**src/hw/acc_alu_map.svh**
```systemverilog
// Field positions, reset value and correction constants of the flag unit.
// Assumes inclusion by bare name from the datapath module.
`ifndef ACC_ALU_MAP_SVH
`define ACC_ALU_MAP_SVH

// Bit positions inside the condition_flags register.
`define ACC_FLAG_H 5
`define ACC_FLAG_I 4
`define ACC_FLAG_N 3
`define ACC_FLAG_Z 2
`define ACC_FLAG_V 1
`define ACC_FLAG_C 0

// Flag register value after reset (the interrupt mask starts set).
`define ACC_FLAGS_RESET 6'h10

// Decimal correction constants and the negate overflow value.
`define ACC_BCD_FIX 4'h6
`define ACC_BCD_MAX 4'h9
`define ACC_NEG_MIN 8'h80

`endif

```
**src/hw/acc_alu_pkg.sv**
```systemverilog
// Types shared by the arithmetic unit and its users.
// Assumes the decoder drives one operation code per executed instruction.
package acc_alu_pkg;

   // Operation codes presented by the decoder with a one-cycle strobe.
   typedef enum logic [4:0] {
      ACC_OP_NONE,
      ACC_OP_ADD,
      ACC_OP_ADC,
      ACC_OP_SUB,
      ACC_OP_SBC,
      ACC_OP_CMP,
      ACC_OP_NEGATE,
      ACC_OP_INVERT,
      ACC_OP_AND,
      ACC_OP_OR,
      ACC_OP_XOR,
      ACC_OP_BIT,
      ACC_OP_ZTEST,
      ACC_OP_DECADJ,
      ACC_OP_CLC,
      ACC_OP_SEC,
      ACC_OP_CLV,
      ACC_OP_SEV,
      ACC_OP_MASK,
      ACC_OP_UNMASK,
      ACC_OP_TAP,
      ACC_OP_FLAGS_RD,
      ACC_OP_IRET,
      ACC_OP_IRQ
   } acc_op_t;

endpackage

```
**src/hw/acc_alu.sv**
```systemverilog
// Eight-bit arithmetic and logic unit with its six-bit condition flag register.
// Assumes the decoder presents operands and one operation strobe per instruction,
// and that it routes the result to the accumulator or memory as the opcode says.
`timescale 1ns/1ns
`include "acc_alu_map.svh"

module acc_alu
   import acc_alu_pkg::*;
(
   input wire logic SYS_CLK, // System clock, 10 MHz.
   input wire logic RESET, // Asynchronous reset, active high.
   input wire logic OP_STROBE, // One-cycle pulse: execute OP_CODE now.
   input wire acc_op_t OP_CODE, // Operation to execute.
   input wire logic [7:0] OPERAND_A, // Accumulator operand.
   input wire logic [7:0] OPERAND_M, // Memory or second accumulator operand.
   input wire logic STACKED_MASK, // Interrupt mask bit pulled on return.
   output logic [7:0] RESULT, // Registered result of the last operation.
   output logic RESULT_WRITE, // Pulse: write RESULT back to the destination.
   output logic [5:0] CONDITION_FLAGS // Current condition_flags register.
);

   // ------------------------------------------------------------
   // Combinational operation core
   // ------------------------------------------------------------
   logic [7:0] res;
   logic write_back;
   logic [5:0] flags_d;
   logic [5:0] flags_q;
   logic [8:0] sum;
   logic [4:0] low_sum;
   logic [7:0] add_b;
   logic add_cin;
   logic is_sub;
   logic [3:0] lo_nib;
   logic [3:0] hi_nib;
   logic lo_fix;
   logic hi_fix;
   logic [8:0] daa_sum;
   logic add_ovf;
   logic sub_ovf;
   logic nz_update;
   logic res_zero;
   wire [8:0] zero_chain;
   logic half_q;
   logic mask_q;
   logic neg_q;
   logic zero_q;
   logic ovf_q;
   logic carry_q;

   // Reset image of the flag register, split into bits by the flag flops.
   localparam logic [5:0] flags_rst = `ACC_FLAGS_RESET;

   // One shared adder serves add, subtract and compare, and negate has its own; subtraction is an
   // inverted operand plus one, which keeps add and subtract on a single carry chain.
   always_comb begin
      is_sub = (OP_CODE == ACC_OP_SUB) || (OP_CODE == ACC_OP_SBC) ||
               (OP_CODE == ACC_OP_CMP) || (OP_CODE == ACC_OP_NEGATE);
      add_b = is_sub ? ~OPERAND_M : OPERAND_M;
      case (OP_CODE)
         ACC_OP_SBC: add_cin = ~flags_q[`ACC_FLAG_C];
         ACC_OP_ADC: add_cin = flags_q[`ACC_FLAG_C];
         ACC_OP_SUB, ACC_OP_CMP, ACC_OP_NEGATE: add_cin = 1'b1;
         default: add_cin = 1'b0;
      endcase
   end

   assign sum = (OP_CODE == ACC_OP_NEGATE) ? ({1'b0, ~OPERAND_M} + 9'h001) :
                ({1'b0, OPERAND_A} + {1'b0, add_b} + {8'h00, add_cin});
   assign low_sum = {1'b0, OPERAND_A[3:0]} + {1'b0, add_b[3:0]} + {4'h0, add_cin};

   // Signed overflow terms. An add overflows when both operands share a sign
   // that the sum lacks; a subtract when the signs differ and the difference
   // takes the sign of the subtrahend. The plain operand is used rather than
   // the inverted one, so the borrow-in cannot disturb the sign test.
   // overflow terms
   assign add_ovf = (OPERAND_A[7] == OPERAND_M[7]) && (sum[7] != OPERAND_A[7]);
   assign sub_ovf = (OPERAND_A[7] != OPERAND_M[7]) && (sum[7] != OPERAND_A[7]);

   // Decimal adjust correction terms.
   assign lo_nib = OPERAND_A[3:0];
   assign hi_nib = OPERAND_A[7:4];
   assign lo_fix = (lo_nib > `ACC_BCD_MAX) || flags_q[`ACC_FLAG_H];
   assign hi_fix = (hi_nib > `ACC_BCD_MAX) || flags_q[`ACC_FLAG_C] ||
                   ((lo_nib > `ACC_BCD_MAX) && (hi_nib == `ACC_BCD_MAX));
   assign daa_sum = {1'b0, OPERAND_A} +
                    {1'b0, (hi_fix ? `ACC_BCD_FIX : 4'h0), (lo_fix ? `ACC_BCD_FIX : 4'h0)};

   // ------------------------------------------------------------
   // Flag helper terms
   // ------------------------------------------------------------

   // zero detect
   // The zero test is a ripple of OR terms, one per result bit. Eight levels
   // are nothing at this clock rate, and every bit gets the same small cell.
   assign zero_chain[0] = 1'b0;
   for (genvar b = 0; b < 8; b++) begin : g_zero
      assign zero_chain[b + 1] = zero_chain[b] | res[b];
   end
   assign res_zero = ~zero_chain[8];

   // N and Z follow every arithmetic, logic and test result. The flag set
   // and clear operations, the interrupt ones and both flag transfers leave
   // them alone, except that a load from A sets them with the other flags.
   // Unknown codes fall to the default and change nothing.
   always_comb begin
      case (OP_CODE)
         ACC_OP_ADD, ACC_OP_ADC, ACC_OP_SUB, ACC_OP_SBC, ACC_OP_CMP: begin
            nz_update = 1'b1;
         end
         ACC_OP_NEGATE, ACC_OP_INVERT, ACC_OP_DECADJ: begin
            nz_update = 1'b1;
         end
         ACC_OP_AND, ACC_OP_OR, ACC_OP_XOR, ACC_OP_BIT, ACC_OP_ZTEST: begin
            nz_update = 1'b1;
         end
         default: begin
            nz_update = 1'b0;
         end
      endcase
   end

   // Result and next flag value; every unlisted flag holds its value.
   always_comb begin
      res = 8'h00;
      write_back = 1'b0;
      flags_d = flags_q;
      case (OP_CODE)
         ACC_OP_ADD, ACC_OP_ADC: begin
            res = sum[7:0];
            write_back = 1'b1;
            flags_d[`ACC_FLAG_H] = low_sum[4];
            flags_d[`ACC_FLAG_V] = add_ovf;
            flags_d[`ACC_FLAG_C] = sum[8];
         end
         ACC_OP_SUB, ACC_OP_SBC, ACC_OP_CMP: begin
            res = sum[7:0];
            write_back = (OP_CODE != ACC_OP_CMP);
            flags_d[`ACC_FLAG_V] = sub_ovf;
            flags_d[`ACC_FLAG_C] = ~sum[8];
         end
         ACC_OP_NEGATE: begin
            res = sum[7:0];
            write_back = 1'b1;
            flags_d[`ACC_FLAG_V] = (sum[7:0] == `ACC_NEG_MIN);
            flags_d[`ACC_FLAG_C] = (sum[7:0] != 8'h00);
         end
         ACC_OP_INVERT: begin
            res = ~OPERAND_M;
            write_back = 1'b1;
            flags_d[`ACC_FLAG_V] = 1'b0;
            flags_d[`ACC_FLAG_C] = 1'b1;
         end
         ACC_OP_AND, ACC_OP_OR, ACC_OP_XOR, ACC_OP_BIT: begin
            case (OP_CODE)
               ACC_OP_OR: res = OPERAND_A | OPERAND_M;
               ACC_OP_XOR: res = OPERAND_A ^ OPERAND_M;
               default: res = OPERAND_A & OPERAND_M;
            endcase
            write_back = (OP_CODE != ACC_OP_BIT);
            flags_d[`ACC_FLAG_V] = 1'b0;
         end
         ACC_OP_ZTEST: begin
            res = OPERAND_M;
            flags_d[`ACC_FLAG_V] = 1'b0;
            flags_d[`ACC_FLAG_C] = 1'b0;
         end
         ACC_OP_DECADJ: begin
            res = daa_sum[7:0];
            write_back = 1'b1;
            flags_d[`ACC_FLAG_C] = flags_q[`ACC_FLAG_C] || hi_fix || daa_sum[8];
         end
         ACC_OP_CLC: flags_d[`ACC_FLAG_C] = 1'b0;
         ACC_OP_SEC: flags_d[`ACC_FLAG_C] = 1'b1;
         ACC_OP_CLV: flags_d[`ACC_FLAG_V] = 1'b0;
         ACC_OP_SEV: flags_d[`ACC_FLAG_V] = 1'b1;
         ACC_OP_MASK, ACC_OP_IRQ: flags_d[`ACC_FLAG_I] = 1'b1;
         ACC_OP_UNMASK: flags_d[`ACC_FLAG_I] = 1'b0;
         ACC_OP_IRET: begin
            if (!STACKED_MASK) begin
               flags_d[`ACC_FLAG_I] = 1'b0;
            end
         end
         ACC_OP_TAP: flags_d = OPERAND_A[5:0];
         ACC_OP_FLAGS_RD: begin
            res = {2'b11, flags_q};
            write_back = 1'b1;
         end
         default: begin
            res = 8'h00;
         end
      endcase
   end

   // ------------------------------------------------------------
   // Registers
   // ------------------------------------------------------------

   // Each flag has its own register so that its update condition reads at
   // a glance. All of them load only on a strobed execute edge: the next
   // instruction then sees the flags of the previous one, and idle cycles,
   // in which the decoder may present anything on the operand lines, leave
   // the flags exactly as they were.

   // half-carry register
   // Only the add operations and a flag load put a new value into flags_d; the rest hold it.
   always_ff @(posedge SYS_CLK or posedge RESET) begin
      if (RESET) begin
         half_q <= flags_rst[`ACC_FLAG_H];
      end else if (OP_STROBE) begin
         half_q <= flags_d[`ACC_FLAG_H];
      end
   end

   // interrupt mask register
   // The mask comes out of reset set, so no interrupt is taken before
   // software has had the chance to prepare for one.
   always_ff @(posedge SYS_CLK or posedge RESET) begin
      if (RESET) begin
         mask_q <= flags_rst[`ACC_FLAG_I];
      end else if (OP_STROBE) begin
         mask_q <= flags_d[`ACC_FLAG_I];
      end
   end

   // negative from bit 7
   // Arithmetic, logic and test operations copy bit 7; a flag load takes it from A.
   always_ff @(posedge SYS_CLK or posedge RESET) begin
      if (RESET) begin
         neg_q <= flags_rst[`ACC_FLAG_N];
      end else if (OP_STROBE) begin
         neg_q <= nz_update ? res[7] : flags_d[`ACC_FLAG_N];
      end
   end

   // zero flag register
   // Uses the ripple detect above, which sees the same result as bit 7 does.
   always_ff @(posedge SYS_CLK or posedge RESET) begin
      if (RESET) begin
         zero_q <= flags_rst[`ACC_FLAG_Z];
      end else if (OP_STROBE) begin
         zero_q <= nz_update ? res_zero : flags_d[`ACC_FLAG_Z];
      end
   end

   // overflow register
   // Logic, invert and zero-test operations force it low through flags_d; compare sets it as a subtract does.
   always_ff @(posedge SYS_CLK or posedge RESET) begin
      if (RESET) begin
         ovf_q <= flags_rst[`ACC_FLAG_V];
      end else if (OP_STROBE) begin
         ovf_q <= flags_d[`ACC_FLAG_V];
      end
   end

   // carry register
   // Subtractions store the borrow here, which is what the next
   // subtract-with-borrow and the decimal adjust read back.
   always_ff @(posedge SYS_CLK or posedge RESET) begin
      if (RESET) begin
         carry_q <= flags_rst[`ACC_FLAG_C];
      end else if (OP_STROBE) begin
         carry_q <= flags_d[`ACC_FLAG_C];
      end
   end

   // flag bit order
   // Packed view in register order, H at bit 5 down to C at bit 0.
   assign flags_q = {half_q, mask_q, neg_q, zero_q, ovf_q, carry_q};

   // Result register. It loads on every strobe, written back or not, so a
   // test operation still leaves its value visible for debug.
   always_ff @(posedge SYS_CLK or posedge RESET) begin
      if (RESET) begin
         RESULT <= 8'h00;
      end else if (OP_STROBE) begin
         RESULT <= res;
      end
   end

   // Write-back pulse, one cycle long after each strobe whose operation
   // changes its destination.
   always_ff @(posedge SYS_CLK or posedge RESET) begin
      if (RESET) begin
         RESULT_WRITE <= 1'b0;
      end else begin
         RESULT_WRITE <= OP_STROBE && write_back;
      end
   end

   assign CONDITION_FLAGS = flags_q;

endmodule

```
**config.mk**
```make
export PLATFORM = sky130hd
export DESIGN_NAME = acc_alu
export DESIGN_NICKNAME = d
export VERILOG_FILES = /design/src/hw/acc_alu_pkg.sv /design/src/hw/acc_alu.sv
export VERILOG_INCLUDE_DIRS = /design/src /design/src/hw
export SDC_FILE = /design/constraint.sdc
export NUM_CORES = 1
export LEC_CHECK = 0
export BUFFER_PORTS_ARGS = -buffer_cell sky130_fd_sc_hd__buf_4
export CAP_MARGIN = 0
export CORE_ASPECT_RATIO = 1.75
export CORE_MARGIN = 3
export CORE_UTILIZATION = 53
export CTS_CLUSTER_SIZE = 16
export DETAILED_ROUTE_END_ITERATION = 6
export PLACE_DENSITY = 0.78
export RECOVER_POWER = 100
export SETUP_SLACK_MARGIN = 0.15
export SYNTH_ARGS = -nofsm -noshare
export SYNTH_HDL_FRONTEND = slang
export SYNTH_SLANG_ARGS = --single-unit
```
**constraint.sdc**
```tcl
create_clock -name SYS_CLK -period 2.65 [get_ports SYS_CLK]
set_input_delay 0.1325 -clock SYS_CLK [delete_from_list [all_inputs] [get_ports SYS_CLK]]
set_output_delay 0.1325 -clock SYS_CLK [all_outputs]
set_load 0.05 [all_outputs]
```
==> flow_metrics.py <==
metrics = {
    "status": {
        "status": "complete, but fails checks",
        "violations": "negative setup slack",
    },
    "logic_synthesis": {
        "synth_edf_count": 0,
        "synth_area_um2": 2794,
        "yosysSeqAreaShare_pct": 13.48,
        "synth_flop_cell": "dfrtp_1",
        "synth.avg_cell_area_um2": 7.572,
        "synthArstFlopShare_pct": 100.0,
        "synth_seq_cells": 15,
        "synthCells": 369,
        "syn_nets": 425,
        "synth_cell_types": 69,
        "yosysWarnings": 0,
    },
    "power": {
        "power_density_nw_per_um2": 415.2,
        "peakVddDrop_mv": 0.2433,
        "leakage_nw": 1.631,
    },
    "final_layout": {
        "diodes": 0,
        "final_cell_mix": "buf_4 (72), nor2_1 (33), ha_1 (27), inv_1 (24), a21oi_1 (22)",
        "fillers": 416,
        "nets": 498,
        "drive_gt1_share_pct": 28.57,
        "final_common_cell": "buf_4",
        "syn_to_final_growth_pct": 30.99,
    },
    "die": {
        "pin_count": 40,
        "coreArea_um2": 5020,
        "die-area_um2": 6213,
        "die_height_um": 102.0,
        "initial_utilization_pct": 55.66,
        "die_w_um": 60.89,
        "num_rows": 34,
    },
    "grt": {
        "grt_pass1_wl_mm": 15.04,
        "antenna_found_initial": 0,
        "track_usage_pct": 32.08,
        "overflow": 0,
        "grt_pass1_vias": 3117,
        "grt_max_degree": 29,
    },
    "timing": {
        "finalClockSkew_ns": 0.002729,
        "tightest_slew_ns": 0.7213,
        "rsz0062_at_grt": "yes",
        "fin_crit_ns": 2.921,
        "finalSetupViolCount": 7,
        "maxSlewViolCount": 0,
        "hold_viol": 0,
        "min_period_over_period_pct": 110.2,
        "holdWs_ns": 0.2437,
        "layout_setup_ws_ns": -0.2705,
        "relSlewSlack_pct": 51.73,
        "fmax_mhz": 342.4,
    },
    "routing": {
        "drt-total-wl_mm": 10.11,
        "drc_errors": 0,
        "firstDrtPassIters": 5,
        "dr_total_vias": 3381,
        "wire_per_inst_um": 20.43,
        "drt-vias-per-instance": 6.830,
        "antenna_left": 0,
        "drt_iter0_drc": 255,
    },
    "worst_setup_path": {
        "startpoint_type": "flip-flop",
        "path_max_fanout": 2,
        "critPathArrivalTime_ns": 3.11,
        "cp-end-kind": "flip-flop",
        "critPathKind": "reg -> reg",
        "worstPathRequired_ns": 2.84,
    },
    "place": {
        "dp_hpwl_mm": 7.394,
        "place_ws_ns": -0.2368,
        "port_buffers": 39,
        "gp_congestion": 1.014,
    },
    "clocking": {
        "clk_pin_slew_worst_paths_ns": 0.06,
        "clk_latency_ns": 0.25,
        "cts_root_buffer": "clkbuf_8",
        "h-tree-depth": 1,
        "cts_buffers": 3,
        "clockBufferDepth": 2,
        "cts_tree": "yes",
        "cts_num_sinks": 15,
    },
    "flow_run": {
        "drv_cap": 0,
    },
    "min_path": {
        "min_path_type": "in -> reg",
    },
}
-- area by class of cell --
| cell class | instances | area (um2) | share of cell area, % |
|---|---|---|---|
| Multi-Input combinational cell | 304 | 2416 | 66.02 |
| Timing Repair Buffer | 93 | 660.6 | 18.05 |
| Sequential cell | 15 | 376.6 | 10.29 |
| Inverter | 25 | 93.84 | 2.564 |
| Tap cell | 54 | 67.56 | 1.846 |
| Clock buffer | 4 | 45.04 | 1.231 |
-- worst max-delay path, cell delays in order, from the launching register on --
cell and delay [ns]:
dfrtp_1 0.41, o21a_1 0.19, nor2_1 0.08, a211o_1 0.12, fa_2 0.22, inv_2 0.04, fa_2 0.34, xor2_1 0.16
o21ai_1 0.11, o21ai_2 0.12, a2111oi_4 0.41, nand4_1 0.18, nor4b_2 0.29, a31o_1 0.17
-- cells by family after synthesis --
group                      count (synthesis)  share of synthesized area (%)
muxes                                     11                          3.986
AOI/OAI and AO/OA                        112                          28.93
buffers and inverters                     50                          7.837
and+or+nand+nor                          127                          23.87
xor gates and xnor gates                  23                          7.210
DFF                                       15                          13.48
adders and majority gates                 31                          14.69
-- stage by stage --
step                      util (%)  std cells  total power, mW  setup TNS [ns]  instance area, um2
after floorplan                  -        369           0.9023         -0.4446                2898
after global routing         72.91        495            1.600          -1.430                3660
after global placement       68.54        481            1.193         -0.7908                3441
after detailed placement     68.54        481            1.215          -1.160                3441
after CTS                    72.36        494            1.470         -0.2937                3632
final                        72.91        495            1.519         -0.8953                3660
-- synth_stat cells (all sizes together), types with 5 or more instances --
master | n | area share [%]
nand3 | 12 | 2.1
ha | 28 | 13
xnor2 | 16 | 5.0
or3 | 5 | 1.1
buf | 16 | 3.3
a31oi | 5 | 1.1
inv | 25 | 3.4
nor3 | 8 | 1.4
o21ai | 15 | 2.7
mux2i | 10 | 3.6
nor4 | 5 | 1.1
nor2b | 13 | 2.9
nor2 | 35 | 5.0
nand2 | 22 | 3.0
xor2 | 7 | 2.2
a211oi | 17 | 4.6
a21oi | 25 | 4.5
dfrtp | 14 | 13
clkbuf | 9 | 1.2
-- flip-flops by register name (all words and copies together) (netlist names) --
signal        cells
RESULT            8
ovf_q             1
zero_q            1
half_q            1
mask_q            1
neg_q             1
carry_q           1
RESULT_WRITE      1
-- report_power, final --
group          total [mW]  leakage, nW  internal, mW  switching [mW]
Combinational        1.03         1.43         0.430           0.605
Sequential          0.295        0.181         0.267          0.0284
Clock               0.189       0.0228         0.107          0.0827
Total                1.52         1.63         0.803           0.716
-- per-layer routing --
metal  GRT usage [%]  routed length (um)  up-vias
met3           3.793                 780       76
met5               0                   0        -
li1                -                   -     1502
met1           36.84                3544     1579
met2           54.00                4905      224
met4           20.70                 882        0
-- path summary, 6_finish.rpt --
kind                       startpoint            to  depth (start not counted)  slack [ns]
setup / recovery              carry_q        zero_q                         13       -0.27
hold / removal              OP_STROBE  RESULT_WRITE                          2        0.24
setup reg to reg              carry_q        zero_q                         13       -0.27
hold reg to reg             RESULT[2]     RESULT[2]                          2        0.52
max in group asynchronous       RESET        mask_q                          3        1.78
min in group asynchronous       RESET     RESULT[3]                          3        0.50
-- timing repair --
| item | CTS | global route |
|---|---|---|
| hold buffers | 1 | 0 |
| pin swaps | 13 | 6 |
| setup endpoints to repair | 8 | 10 |
| hold endpoints to repair | 14 | 0 |
| gates resized for setup | 20 | 10 |
| buffers inserted | 8 | 1 |
Power figures use the tool's default switching activity.
